==> config.mk <==
export PLATFORM = sky130hd
export DESIGN_NAME = rcf_reset_cause_flags
export DESIGN_NICKNAME = d
export VERILOG_FILES = /design/src/verilog/rcf_pkg.sv /design/src/verilog/rcf_reset_cause_flags.sv
export SDC_FILE = /design/constraint.sdc
export NUM_CORES = 1
export LEC_CHECK = 0
export ABC_AREA = 1
export BUFFER_PORTS_ARGS = -buffer_cell sky130_fd_sc_hd__buf_2
export CORE_UTILIZATION = 28
export CTS_BUF_LIST = sky130_fd_sc_hd__clkbuf_4 sky130_fd_sc_hd__clkbuf_8
export DETAILED_ROUTE_END_ITERATION = 8
export GPL_ROUTABILITY_DRIVEN = 0
export PLACE_DENSITY = 0.5
export SLEW_MARGIN = 20
export SYNTH_ARGS = -nofsm -noshare
export SYNTH_HDL_FRONTEND = slang
export SYNTH_SLANG_ARGS = --single-unit
==> constraint.sdc <==
create_clock -name sys_clk -period 1.53 [get_ports sys_clk]
set_clock_uncertainty 0.1 [all_clocks]
set_input_delay 0 -clock sys_clk [delete_from_list [all_inputs] [get_ports sys_clk]]
set_output_delay 0 -clock sys_clk [all_outputs]
set_load 0.005 [all_outputs]
==> src/verilog/rcf_pkg.sv <==
`default_nettype none
package rcf_pkg;
    // --------------------------------------------------------------
    // Register map
    // --------------------------------------------------------------
    localparam logic [3:0] RCF_ADDR_W          = 4'h4;
    localparam logic [3:0] RCF_OFF_CAUSE       = 4'h0; // Reset-cause register
    localparam logic [3:0] RCF_OFF_IRQ_STATUS  = 4'h1; // Sticky event bits
    localparam logic [3:0] RCF_OFF_IRQ_MASK    = 4'h2; // Event enables
    localparam logic [3:0] RCF_OFF_STACK_DEPTH = 4'h3; // Stack fill level

    // --------------------------------------------------------------
    // Reset-cause field positions
    // --------------------------------------------------------------
    localparam int RCF_BIT_OVERFLOW  = 7;
    localparam int RCF_BIT_UNDERFLOW = 6;
    localparam int RCF_BIT_UNUSED    = 5;
    localparam int RCF_BIT_WDT       = 4;
    localparam int RCF_BIT_PIN       = 3;
    localparam int RCF_BIT_SWRST     = 2;
    localparam int RCF_BIT_POR       = 1;
    localparam int RCF_BIT_BROWNOUT  = 0;

    // Writable bits of the cause register (bit 5 excluded)
    localparam logic [7:0] RCF_CAUSE_WMASK = 8'hDF;

    // Values at power-on and brown-out: stack and power flags 0, bits 4 to 2 at 1
    localparam logic [7:0] RCF_CAUSE_PWR_RST = 8'h1C;
    // Value out of the synchronous reset input (no event seen yet)
    localparam logic [7:0] RCF_CAUSE_RST     = 8'h1F;

    // Interrupt status/mask layout: one bit per cause bit
    localparam logic [7:0] RCF_IRQ_RST       = 8'h00;

    // Hardware call stack depth
    localparam int RCF_STACK_DEPTH = 16;
endpackage
`default_nettype wire

==> src/verilog/rcf_reset_cause_flags.sv <==
// How it works
// - Overflow sets bit 7, cleared on power or by firmware
// - Underflow sets bit 6, cleared on power or by firmware
// - Bit 5 reads zero, writes ignored
// - Watchdog reset clears bit 4
// - Pin reset clears bit 3
// - Reset instruction clears bit 2
// - Power-on reset clears bit 1
// - Brown-out reset clears bit 0
// - Power events load stack 0, bits 4 to 2 set to 1
// - Sixteen-entry stack, overrun forces reset
//
// The implementer's own choices: the address map and the plain strobed port.
`timescale 1ns/100ps
`default_nettype none
module rcf_reset_cause_flags #(
    parameter int STACK_DEPTH = rcf_pkg::RCF_STACK_DEPTH
) (
    input  wire logic       sys_clk,
    input  wire logic       reset,
    input  wire logic [3:0] regAddr,
    input  wire logic [7:0] regWrData,
    input  wire logic       regWrite,
    input  wire logic       regRead,
    output logic      [7:0] regRdData,
    input  wire logic       stackPush,
    input  wire logic       stackPop,
    input  wire logic       watchdogEvent,
    input  wire logic       master_clear_pin_n,
    input  wire logic       resetInstr,
    input  wire logic       powerOnEvent,
    input  wire logic       brownoutEvent,
    output logic            stackResetReq,
    output logic            irq
);
    // --------------------------------------------------------------
    // State
    // --------------------------------------------------------------
    typedef struct packed {
        logic [7:0] cause;      // Reset-cause register
        logic [7:0] irqStatus;  // Sticky event bits
        logic [7:0] irqMask;    // Interrupt enables
        logic [4:0] depth;      // Current stack fill level
        logic [7:0] rdData;     // Registered read data
        logic       stkReq;     // Stack fault reset request
        logic       pinSync1;   // First synchroniser stage
        logic       pinSync2;   // Second synchroniser stage
        logic       pinPrev;    // Last synchronised pin level
    } rcf_state_s;

    rcf_state_s state_ff;
    rcf_state_s nxt_state;

    // Event vector placed at the cause bit positions
    logic [7:0] eventVec;
    logic       pinFall;
    logic       overflow;
    logic       underflow;
    logic       powerEvt;

    // Write-one-to-clear helper, used for status clears
    function automatic logic [7:0] rcf_w1c(input logic [7:0] cur,
                                           input logic [7:0] clr);
        rcf_w1c = cur & ~clr;
    endfunction

    // --------------------------------------------------------------
    // Event decode
    // --------------------------------------------------------------
    // Pin is read only after both synchroniser stages
    assign pinFall   = state_ff.pinPrev & ~state_ff.pinSync2;
    // Stack fault: push on full or pop on empty
    assign overflow  = stackPush & ~stackPop
                     & (state_ff.depth == 5'(STACK_DEPTH));
    assign underflow = stackPop & ~stackPush
                     & (state_ff.depth == 5'h00);
    assign powerEvt  = powerOnEvent | brownoutEvent;

    always_comb
    begin
        eventVec = 8'h00;
        eventVec[rcf_pkg::RCF_BIT_OVERFLOW]  = overflow;
        eventVec[rcf_pkg::RCF_BIT_UNDERFLOW] = underflow;
        eventVec[rcf_pkg::RCF_BIT_WDT]       = watchdogEvent;
        eventVec[rcf_pkg::RCF_BIT_PIN]       = pinFall;
        eventVec[rcf_pkg::RCF_BIT_SWRST]     = resetInstr;
        eventVec[rcf_pkg::RCF_BIT_POR]       = powerOnEvent;
        eventVec[rcf_pkg::RCF_BIT_BROWNOUT]  = brownoutEvent;
    end

    // --------------------------------------------------------------
    // Next-state logic
    // --------------------------------------------------------------
    // Firmware write first, hardware events override it afterwards
    always_comb
    begin
        nxt_state = state_ff;
        nxt_state.pinSync1 = master_clear_pin_n;
        nxt_state.pinSync2 = state_ff.pinSync1;
        nxt_state.pinPrev  = state_ff.pinSync2;
        nxt_state.rdData   = 8'h00;

        // Stack depth tracking; a fault empties the stack
        if (overflow || underflow)
        begin
            nxt_state.depth = 5'h00;
        end
        else if (stackPush && !stackPop)
        begin
            nxt_state.depth = state_ff.depth + 5'h01;
        end
        else if (stackPop && !stackPush)
        begin
            nxt_state.depth = state_ff.depth - 5'h01;
        end
        nxt_state.stkReq = overflow | underflow;

        // Register writes
        if (regWrite)
        begin
            unique case (regAddr)
                rcf_pkg::RCF_OFF_CAUSE:
                begin
                    // Bit 5 is not stored
                    nxt_state.cause = regWrData
                                    & rcf_pkg::RCF_CAUSE_WMASK;
                end
                rcf_pkg::RCF_OFF_IRQ_STATUS:
                begin
                    nxt_state.irqStatus = rcf_w1c(state_ff.irqStatus,
                                                  regWrData);
                end
                rcf_pkg::RCF_OFF_IRQ_MASK:
                begin
                    nxt_state.irqMask = regWrData
                                      & rcf_pkg::RCF_CAUSE_WMASK;
                end
                default:
                begin
                    // Unmapped or read-only: ignored
                end
            endcase
        end

        // Power events reinitialise all flags but the power-on bit on a brown-out alone
        if (powerEvt)
        begin
            nxt_state.cause = rcf_pkg::RCF_CAUSE_PWR_RST;
            nxt_state.cause[rcf_pkg::RCF_BIT_POR] =
                state_ff.cause[rcf_pkg::RCF_BIT_POR] & ~powerOnEvent;
            nxt_state.cause[rcf_pkg::RCF_BIT_POR] =
                ~powerOnEvent
                & (regWrite && regAddr == rcf_pkg::RCF_OFF_CAUSE
                   ? regWrData[rcf_pkg::RCF_BIT_POR]
                   : state_ff.cause[rcf_pkg::RCF_BIT_POR]);
            nxt_state.cause[rcf_pkg::RCF_BIT_BROWNOUT] = 1'b0;
        end
        else
        begin
            // Events override any same-cycle write
            if (overflow)
            begin
                nxt_state.cause[rcf_pkg::RCF_BIT_OVERFLOW] = 1'b1;
            end
            if (underflow)
            begin
                nxt_state.cause[rcf_pkg::RCF_BIT_UNDERFLOW] = 1'b1;
            end
            if (watchdogEvent)
            begin
                nxt_state.cause[rcf_pkg::RCF_BIT_WDT] = 1'b0;
            end
            if (pinFall)
            begin
                nxt_state.cause[rcf_pkg::RCF_BIT_PIN] = 1'b0;
            end
            if (resetInstr)
            begin
                nxt_state.cause[rcf_pkg::RCF_BIT_SWRST] = 1'b0;
            end
        end
        // Keep the unused bit zero on every path
        nxt_state.cause[rcf_pkg::RCF_BIT_UNUSED] = 1'b0;

        // Sticky status: set wins over a same-cycle clear
        nxt_state.irqStatus = nxt_state.irqStatus | eventVec;

        // Registered read data, one cycle after the strobe
        if (regRead)
        begin
            unique case (regAddr)
                rcf_pkg::RCF_OFF_CAUSE:
                    nxt_state.rdData = state_ff.cause;
                rcf_pkg::RCF_OFF_IRQ_STATUS:
                    nxt_state.rdData = state_ff.irqStatus;
                rcf_pkg::RCF_OFF_IRQ_MASK:
                    nxt_state.rdData = state_ff.irqMask;
                rcf_pkg::RCF_OFF_STACK_DEPTH:
                    nxt_state.rdData = {3'h0, state_ff.depth};
                default:                      nxt_state.rdData = 8'h00;
            endcase
        end
    end

    // --------------------------------------------------------------
    // State register
    // --------------------------------------------------------------
    // The reset input is the core reset; power events do not use it,
    // they arrive as event inputs and load their values in next-state logic.
    always_ff @(posedge sys_clk)
    begin
        if (reset)
        begin
            state_ff.cause     <= rcf_pkg::RCF_CAUSE_RST;
            state_ff.irqStatus <= rcf_pkg::RCF_IRQ_RST;
            state_ff.irqMask   <= rcf_pkg::RCF_IRQ_RST;
            state_ff.depth     <= 5'h00;
            state_ff.rdData    <= 8'h00;
            state_ff.stkReq    <= 1'b0;
            state_ff.pinSync1  <= 1'b1;
            state_ff.pinSync2  <= 1'b1;
            state_ff.pinPrev   <= 1'b1;
        end
        else
        begin
            state_ff <= nxt_state;
        end
    end

    // --------------------------------------------------------------
    // Outputs
    // --------------------------------------------------------------
    assign regRdData     = state_ff.rdData;
    assign stackResetReq = state_ff.stkReq;
    assign irq           = |(state_ff.irqStatus & state_ff.irqMask);

    // --------------------------------------------------------------
    // Checks
    // --------------------------------------------------------------
    // A stack overflow leaves its flag set one edge later
    chk_ovf_sets_flag: assert property (
        @(posedge sys_clk) disable iff (reset)
        overflow && !powerEvt
        |=> state_ff.cause[rcf_pkg::RCF_BIT_OVERFLOW])
        else $error("Overflow did not set flag");

    // The overflow flag only falls through a write or a power event
    chk_ovf_flag_sticky: assert property (
        @(posedge sys_clk) disable iff (reset)
        state_ff.cause[rcf_pkg::RCF_BIT_OVERFLOW] && !powerEvt
        && !(regWrite && regAddr == rcf_pkg::RCF_OFF_CAUSE)
        |=> state_ff.cause[rcf_pkg::RCF_BIT_OVERFLOW])
        else $error("Overflow flag lost without a write");

    // A stack underflow leaves its flag set one edge later
    chk_unf_sets_flag: assert property (
        @(posedge sys_clk) disable iff (reset)
        underflow && !powerEvt
        |=> state_ff.cause[rcf_pkg::RCF_BIT_UNDERFLOW])
        else $error("Underflow did not set flag");

    // The underflow flag only falls through a write or a power event
    chk_unf_flag_sticky: assert property (
        @(posedge sys_clk) disable iff (reset)
        state_ff.cause[rcf_pkg::RCF_BIT_UNDERFLOW] && !powerEvt
        && !(regWrite && regAddr == rcf_pkg::RCF_OFF_CAUSE)
        |=> state_ff.cause[rcf_pkg::RCF_BIT_UNDERFLOW])
        else $error("Underflow flag lost without a write");

    // Reads of the cause register never show the unused bit
    chk_unused_bit_zero: assert property (
        @(posedge sys_clk) disable iff (reset)
        $past(regRead) && $past(regAddr) == rcf_pkg::RCF_OFF_CAUSE
        |-> !regRdData[rcf_pkg::RCF_BIT_UNUSED])
        else $error("Bit 5 read nonzero");

    // Watchdog event clears its flag, even against a write
    chk_wdt_clears_flag: assert property (
        @(posedge sys_clk) disable iff (reset)
        watchdogEvent && !powerEvt
        |=> !state_ff.cause[rcf_pkg::RCF_BIT_WDT])
        else $error("Watchdog flag not cleared");

    // Checked on the synchronised level, never on the raw pin
    chk_pin_clears_flag: assert property (
        @(posedge sys_clk) disable iff (reset)
        $fell(state_ff.pinSync2) && !powerEvt
        |=> !state_ff.cause[rcf_pkg::RCF_BIT_PIN])
        else $error("Pin flag not cleared");

    // Reset instruction clears its flag one edge later
    chk_swrst_clears: assert property (
        @(posedge sys_clk) disable iff (reset)
        resetInstr && !powerEvt
        |=> !state_ff.cause[rcf_pkg::RCF_BIT_SWRST])
        else $error("Reset instruction flag not cleared");

    // Power-on clears both power status bits
    chk_por_clears_bit: assert property (
        @(posedge sys_clk) disable iff (reset)
        powerOnEvent
        |=> !state_ff.cause[1] && !state_ff.cause[0])
        else $error("Power-on bits not cleared");

    // Brown-out clears its own status bit
    chk_bor_clears_bit: assert property (
        @(posedge sys_clk) disable iff (reset)
        brownoutEvent
        |=> !state_ff.cause[rcf_pkg::RCF_BIT_BROWNOUT])
        else $error("Brown-out bit not cleared");

    // A brown-out alone must not touch the power-on bit
    chk_bor_keeps_por: assert property (
        @(posedge sys_clk) disable iff (reset)
        brownoutEvent && !powerOnEvent
        && !(regWrite && regAddr == rcf_pkg::RCF_OFF_CAUSE)
        |=> state_ff.cause[rcf_pkg::RCF_BIT_POR]
            == $past(state_ff.cause[rcf_pkg::RCF_BIT_POR]))
        else $error("Brown-out changed power-on bit");

    // Power events load the documented upper flag values
    chk_power_init: assert property (
        @(posedge sys_clk) disable iff (reset)
        powerEvt
        |=> state_ff.cause[7:2] == rcf_pkg::RCF_CAUSE_PWR_RST[7:2])
        else $error("Power init values wrong");

    // Push on a full stack empties it and asks for a reset
    chk_stack_fault: assert property (
        @(posedge sys_clk) disable iff (reset)
        state_ff.depth == 5'(STACK_DEPTH) && stackPush && !stackPop
        |=> stackResetReq && state_ff.depth == 5'h00)
        else $error("Stack overflow not reset");

    // Pop on an empty stack asks for a reset as well
    chk_unf_fault: assert property (
        @(posedge sys_clk) disable iff (reset)
        state_ff.depth == 5'h00 && stackPop && !stackPush
        |=> stackResetReq && state_ff.depth == 5'h00)
        else $error("Stack underflow not reset");

    // Depth never passes the top, or an overflow would go unseen
    chk_depth_bounded: assert property (
        @(posedge sys_clk) disable iff (reset)
        state_ff.depth <= 5'(STACK_DEPTH))
        else $error("Stack depth beyond top");

    // Hardware event wins over a same-cycle firmware write
    chk_event_priority: assert property (
        @(posedge sys_clk) disable iff (reset)
        resetInstr && !powerEvt && regWrite
        && regAddr == rcf_pkg::RCF_OFF_CAUSE
        |=> !state_ff.cause[2] && state_ff.irqStatus[2])
        else $error("Write beat hardware event");
endmodule
`default_nettype wire

==> metrics.cfg, run 1 <==
[floorplan]
start_util=0.293
floorplan.rows=29
boundaryPins=33
die_area_sq_um=7100
coreArea_sq_um=6460
height_of_the_chip_um=84.3
die_w_um=84.3

[layout]
insertedDiodeCount=0
layout_fillers=702
post_layout_nonfiller_instances=401
mostFrequentLayoutCell=sky130_fd_sc_hd__nand2_1
nets=353
layout.cells.most_common_list=sky130_fd_sc_hd__nand2_1, sky130_fd_sc_hd__dfxtp_1, sky130_fd_sc_hd__buf_2, sky130_fd_sc_hd__inv_1, sky130_fd_sc_hd__nor2_1
synthToLayoutAreaGrowth_pct=29.4
fraction_of_layout_cells_with_a_size_suffix_above_1=0.179
final_util=0.380

[timing]
final.period_utilization=0.926
finalSetupViolations=0
fin_setup_tns_ns=0
finalWorstPathRequiredPeriod_ns=1.42
timing.slew.headroom=0.777
number_of_pins_exceeding_their_max_slew_limit_in_the_final_report=0
finalHoldViolations=0
worst-slew-pin-transition_ns=0.333
unrepaired_setup_endpoints_after_global_routing=false
achievable-frequency_ghz=0.706

[synthesis]
synth_cell_types=27
post_synth_instance_area_sq_um=1900
sequential_cell_area_fraction_in_the_yosys_report=0.412
yosys_warnings=0
syn_area_per_cell_sq_um=7.07
yosys_register_bits=39
netlist_instances=268
synth_nets=297

[critical_path]
setup.worst_path.start_class=register
worst-path-max-fanout=3
timing.setup.critical_path_class=register to register
timing.critical_path.arrival_ns=1.55
endpoint_kind=register
worstPathRequired_ns=1.66

[place]
placed_cells=372
dpl.hpwl_mm=3.56
port_buf_inserts=32

[min_path]
hold_path_class=input pin to register

[drt]
route.detailed.vias_per_inst=4.58
drt_pass1_iterations=6
dr.first_iter.drc_count=70
via_count=1836
routed_wire_length_per_instance_um=12.3
drt.antenna.violating_nets=0
number_of_drc_violations_after_detailed_routing=2
route.final.wire_length_mm=4.95

[clocking]
clk_transition_reported_paths_ns=0.08
cts_max_level=2
worst_skew_pair.late_latency_ns=0.30
cts-root-buf=sky130_fd_sc_hd__clkbuf_8
cts.path.max_buffers=2
clkSinkCount=39
cts_tree=done
cts_inserted_buffers=5
post_cts_resized=0

[grt]
grt_use_total=0.151
busiest_layer=met2
grt_first_pass_wirelength_mm=8.31
grt_pass1_vias=1754
gr-total-overflow=0
maximum_number_of_pins_on_one_net_before_global_route_repair=18
gr-usage-met2=0.247
grt_use_met1=0.195
grt_antenna_before_repair=0
grt.met3_usage=0.0393

[pwr]
irDropWorstVdd_mv=0.438
cellPowerDensity_nw_per_um2=1010
p_leak_nw=1.21

[status]
outcome=complete, but fails checks
failing_checks=DRC

[run]
drv.max_cap_violation_count=0

sequential cells by signal, summed over array words and instances, names as in the netlist:
name           count
regRdData          8
state_ff          28
nxt_state          2
stackResetReq      1
cell type report:
class / instances / area (sq um) / area share
clock buffers: 6 / 76.3 / 0.0311
clock inverters: 1 / 30.0 / 0.0122
inverters: 32 / 120 / 0.0490
multi-input cells: 181 / 887 / 0.362
flip-flops and latches: 39 / 781 / 0.318
well taps: 77 / 96.3 / 0.0393
repair buffers: 65 / 463 / 0.189
final timing paths:
path	from	end	slack [ns]	depth (start not counted)
worst max-delay path	state_ff[12]	state_ff[16]	0.11	8
worst min-delay path	reset	state_ff[24]	0.003	3
worst max register to register	state_ff[12]	state_ff[16]	0.11	8
worst min register to register	nxt_state[1]	nxt_state[0]	0.32	1
logic make-up (layout without fill, tap and decap cells):
logic type | count (synthesis) | count (layout) | synth area share
and+or+nand+nor | 128 | 128 | 0.285
buffers and inverters | 48 | 104 | 0.120
AOI/OAI and AO/OA | 43 | 43 | 0.121
DFF | 39 | 39 | 0.412
adders and majority gates | 6 | 6 | 0.0436
xor gates and xnor gates | 4 | 4 | 0.0185
power breakdown:
part           leakage (nW)  switching, mW  internal [mW]  total (mW)
registers             0.319         0.0511           1.08        1.13
clock network        0.0547          0.365          0.496       0.861
logic                 0.835          0.265          0.225       0.490
total                  1.21          0.680           1.80        2.48
worst max-delay path, stage by stage, from the launching register on:
cell and delay, ns:
sky130_fd_sc_hd__dfxtp_1 0.34, sky130_fd_sc_hd__fa_1 0.47, sky130_fd_sc_hd__inv_1 0.07, sky130_fd_sc_hd__nor2_1 0.04, sky130_fd_sc_hd__nor2_1 0.08, sky130_fd_sc_hd__nand2_1 0.05, sky130_fd_sc_hd__nand2_1 0.05, sky130_fd_sc_hd__nand2_1 0.04
sky130_fd_sc_hd__a21oi_1 0.11
layer usage:
layer / wire length (um) / vias up
met5: 0 / -
met4: 92 / 0
met3: 256 / 8
met2: 2220 / 42
met1: 2380 / 832
li1: - / 954
cell usage after synthesis (all sizes together):
cell type  number  area (sq um)
nor2           24          90.1
xor2            3          26.3
nand3b          1          7.51
o22ai           3          18.8
nand2          77           297
a21oi          20           104
or2             2          12.5
ha              5          62.6
clkbuf          2          8.75
nor3            1          16.3
xnor2           1          8.76
nand3          21           105
inv            32           120
dfxtp          39           781
o211ai          1          7.51
nand4           2          12.5
buf            14          98.8
fa              1          20.0
o21ai          18          90.1
a221oi          1          8.76
stage by stage:
step                      area, sq um  hold WS [ns]  worst slack (ns)  total power [mW]
after floorplan                  1900      -0.00347             0.156              1.44
after global placement           2130        0.0833             0.109              1.59
after detailed placement         2130        0.0866            0.0395              1.60
after CTS                        2450       0.00153             0.103              2.50
after global routing             2450       0.00788            0.0175              2.62
final                            2450       0.00273             0.113              2.48
repair_timing:
action | CTS | global route
setup buffers | 0 | 0
hold buffers | 22 | 0
hold endpoints to repair | 23 | 0
No activity file was read; power rests on OpenSTA's default activity.
==> run 2, diff against run 1 <==
Settings changed: ABC_AREA 1 to not set.
==> run 2 against run 1 <==
  * The flow now finishes without violations
  * Clock-buffer cell count is the same
  * First-iteration DRC count up 4.3%
  * Synthesized area shrank 1.7%
  * Routed wire length down 10%
  * Total power up 7.6%
  * Final cell count shrank 21%
  * Combinational power grew 22%
  * Sequential share of layout area fell by 0.34 points
  * Critical path type is now input pin to register
  * Largest cell class unchanged
  * Highest routed layer unchanged
==> metrics.cfg, run 2 <==
[status]
outcome=finished, final reports clean

[clocking]
cts_max_level=2
cts_setup_buffers=0
cts_tree=done
cts-root-buf=sky130_fd_sc_hd__clkbuf_8
clk_transition_reported_paths_ns=0.08
worst_skew_pair.late_latency_ns=0.29
clkSinkCount=39
cts.path.max_buffers=2
cts_inserted_buffers=5

[pwr]
irDropWorstVdd_mv=0.431
cellPowerDensity_nw_per_um2=1070
p_total_mw=2.66
p_leak_nw=1.08

[layout]
layout.cells.most_common_list=sky130_fd_sc_hd__dfxtp_1, sky130_fd_sc_hd__buf_2, sky130_fd_sc_hd__dlygate4sd3_1, sky130_fd_sc_hd__nor2_1, sky130_fd_sc_hd__mux2i_1
max_flop_register=state_ff
mostFrequentLayoutCell=sky130_fd_sc_hd__dfxtp_1
insertedDiodeCount=0
fraction_of_layout_cells_with_a_size_suffix_above_1=0.307
nets=269
finalInstanceArea_sq_um=2500
largest_reg_flops=28
synthToLayoutAreaGrowth_pct=34.2

[timing]
fin_setup_tns_ns=0
finalSetupViolations=0
number_of_pins_exceeding_their_max_slew_limit_in_the_final_report=0
timing.slew.headroom=0.693
unrepaired_setup_endpoints_after_global_routing=true
worst-slew-pin-transition_ns=0.457
finalHoldViolations=0
finalWorstPathRequiredPeriod_ns=1.47
final.period_utilization=0.963
achievable-frequency_ghz=0.679

[synthesis]
synth_commonest_cells=sky130_fd_sc_hd__dfxtp_1, sky130_fd_sc_hd__nor2_1, sky130_fd_sc_hd__mux2i_1
ys.flop_type=sky130_fd_sc_hd__dfxtp_1
synth_top_area_cells=sky130_fd_sc_hd__dfxtp_1, sky130_fd_sc_hd__mux2i_1, sky130_fd_sc_hd__mux4_2, sky130_fd_sc_hd__nor2_1, sky130_fd_sc_hd__ha_1
post_synth_instance_area_sq_um=1860
postSynth.asyncResetShare=0
synth_top_area_frac=0.419
netlist_instances=181
sequential_cell_area_fraction_in_the_yosys_report=0.419
yosys_register_bits=39
synth_cell_types=44
synth_top_area_cell=sky130_fd_sc_hd__dfxtp_1
syn_area_per_cell_sq_um=10.3
synth_nets=210
number_of_flops_mapped_to_enable_cells_by_yosys=0
yosysMostFrequentCell=sky130_fd_sc_hd__dfxtp_1
yosys_warnings=0

[grt]
grt_first_pass_wirelength_mm=7.40
grt_use_total=0.137
grt_antenna_before_repair=0
grt_pass1_vias=1498
gr-total-overflow=0
maximum_number_of_pins_on_one_net_before_global_route_repair=13

[floorplan]
start_util=0.292
height_of_the_chip_um=83.6
boundaryPins=33
die_area_sq_um=6980
coreArea_sq_um=6390
die_w_um=83.6
floorplan.rows=29

[place]
port_buf_inserts=32
postPlaceCellArea_sq_um=2110
dpl.hpwl_mm=3.11

[critical_path]
timing.critical_path.slowest_stage_cell=sky130_fd_sc_hd__dlygate4sd3_1
worstPathRequired_ns=1.61
setup.worst_path.start_class=input pin
cpPeakStageDelay_ns=0.55
timing.critical_path.arrival_ns=1.55
endpoint_kind=register
timing.setup.critical_path_class=input pin to register
worst-path-max-fanout=10
critical_path_cell_by_cell=buf_2 > and4bb_1 > buf_12 > mux2i_1 > o31ai_2 > dlygate4sd3_1

[drt]
drt.antenna.violating_nets=0
route.detailed.vias_per_inst=4.73
dr.first_iter.drc_count=73
via_count=1503
route.final.wire_length_mm=4.45
routed_wire_length_per_instance_um=14.0
number_of_drc_violations_after_detailed_routing=0
drt_pass1_iterations=4

[min_path]
hold_path_class=input pin to register

[run]
drv.max_cap_violation_count=0

[run 2: final cells by class]
cell class	instances	area, sq um
Sequential cell	39	787
Clock buffer	6	82.6
Tap cell	77	96.3
Clock inverter	2	35.0
Timing Repair Buffer	67	493
Fill cell	669	3890
Multi-Input combinational cell	120	980
Inverter	7	26.3
[run 2: metal layers]
metal  part of all wire  vias up  global-route usage
met3              0.038        2              0.0406
met4             0.0056        0              0.0370
met1               0.45      719               0.167
met2               0.50       30               0.235
li1                   -      752                   -
met5                  0        -                   0
[run 2: power by group]
group | switching (mW) | internal, mW
Sequential | 0.0775 | 1.09
Clock | 0.373 | 0.528
Combinational | 0.265 | 0.332
Total | 0.716 | 1.95
[run 2: metrics by stage]
stage	std cells	util	setup slack, ns	hold slack (ns)
CTS	318	0.391	-0.00175	0.0125
detailed placement	287	0.331	-0.194	0.0758
floorplan	181	-	0.0222	-0.0130
global placement	287	0.331	-0.0950	0.0728
global route	318	0.391	-0.0183	0.0377
finish	318	0.391	0.0564	0.00988
[run 2: cells by family after synthesis]
| group | share of synthesized area |
|---|---|
| AOI/OAI and AO/OA | 0.127 |
| xor gates and xnor gates | 0.00940 |
| adders and majority gates | 0.0443 |
| buffers and inverters | 0.0732 |
| DFF | 0.419 |
| muxes | 0.154 |
| and+or+nand+nor | 0.173 |
[run 2: what timing repair did]
item,CTS,global route
endpoints found under the hold margin,27,0
pin swaps,3,1
gates resized for setup,6,3
hold buffers,23,0
setup endpoints to repair,2,2
[run 2: final timing paths]
check	startpoint	depth (start not counted)	slack, ns	end
min reg2reg	nxt_state[1]	1	0.31	nxt_state[0]
min	powerOnEvent	4	0.01	state_ff[40]
max	regAddr[1]	6	0.06	state_ff[33]
max reg2reg	state_ff[13]	4	0.06	state_ff[16]
[run 2: worst max-delay path, delay by kind of cell]
family                 cells  cell delay [ns]
buffers and inverters      3             0.90
and+or+nand+nor            1             0.35
muxes                      1             0.23
AOI/OAI and AO/OA          1             0.07
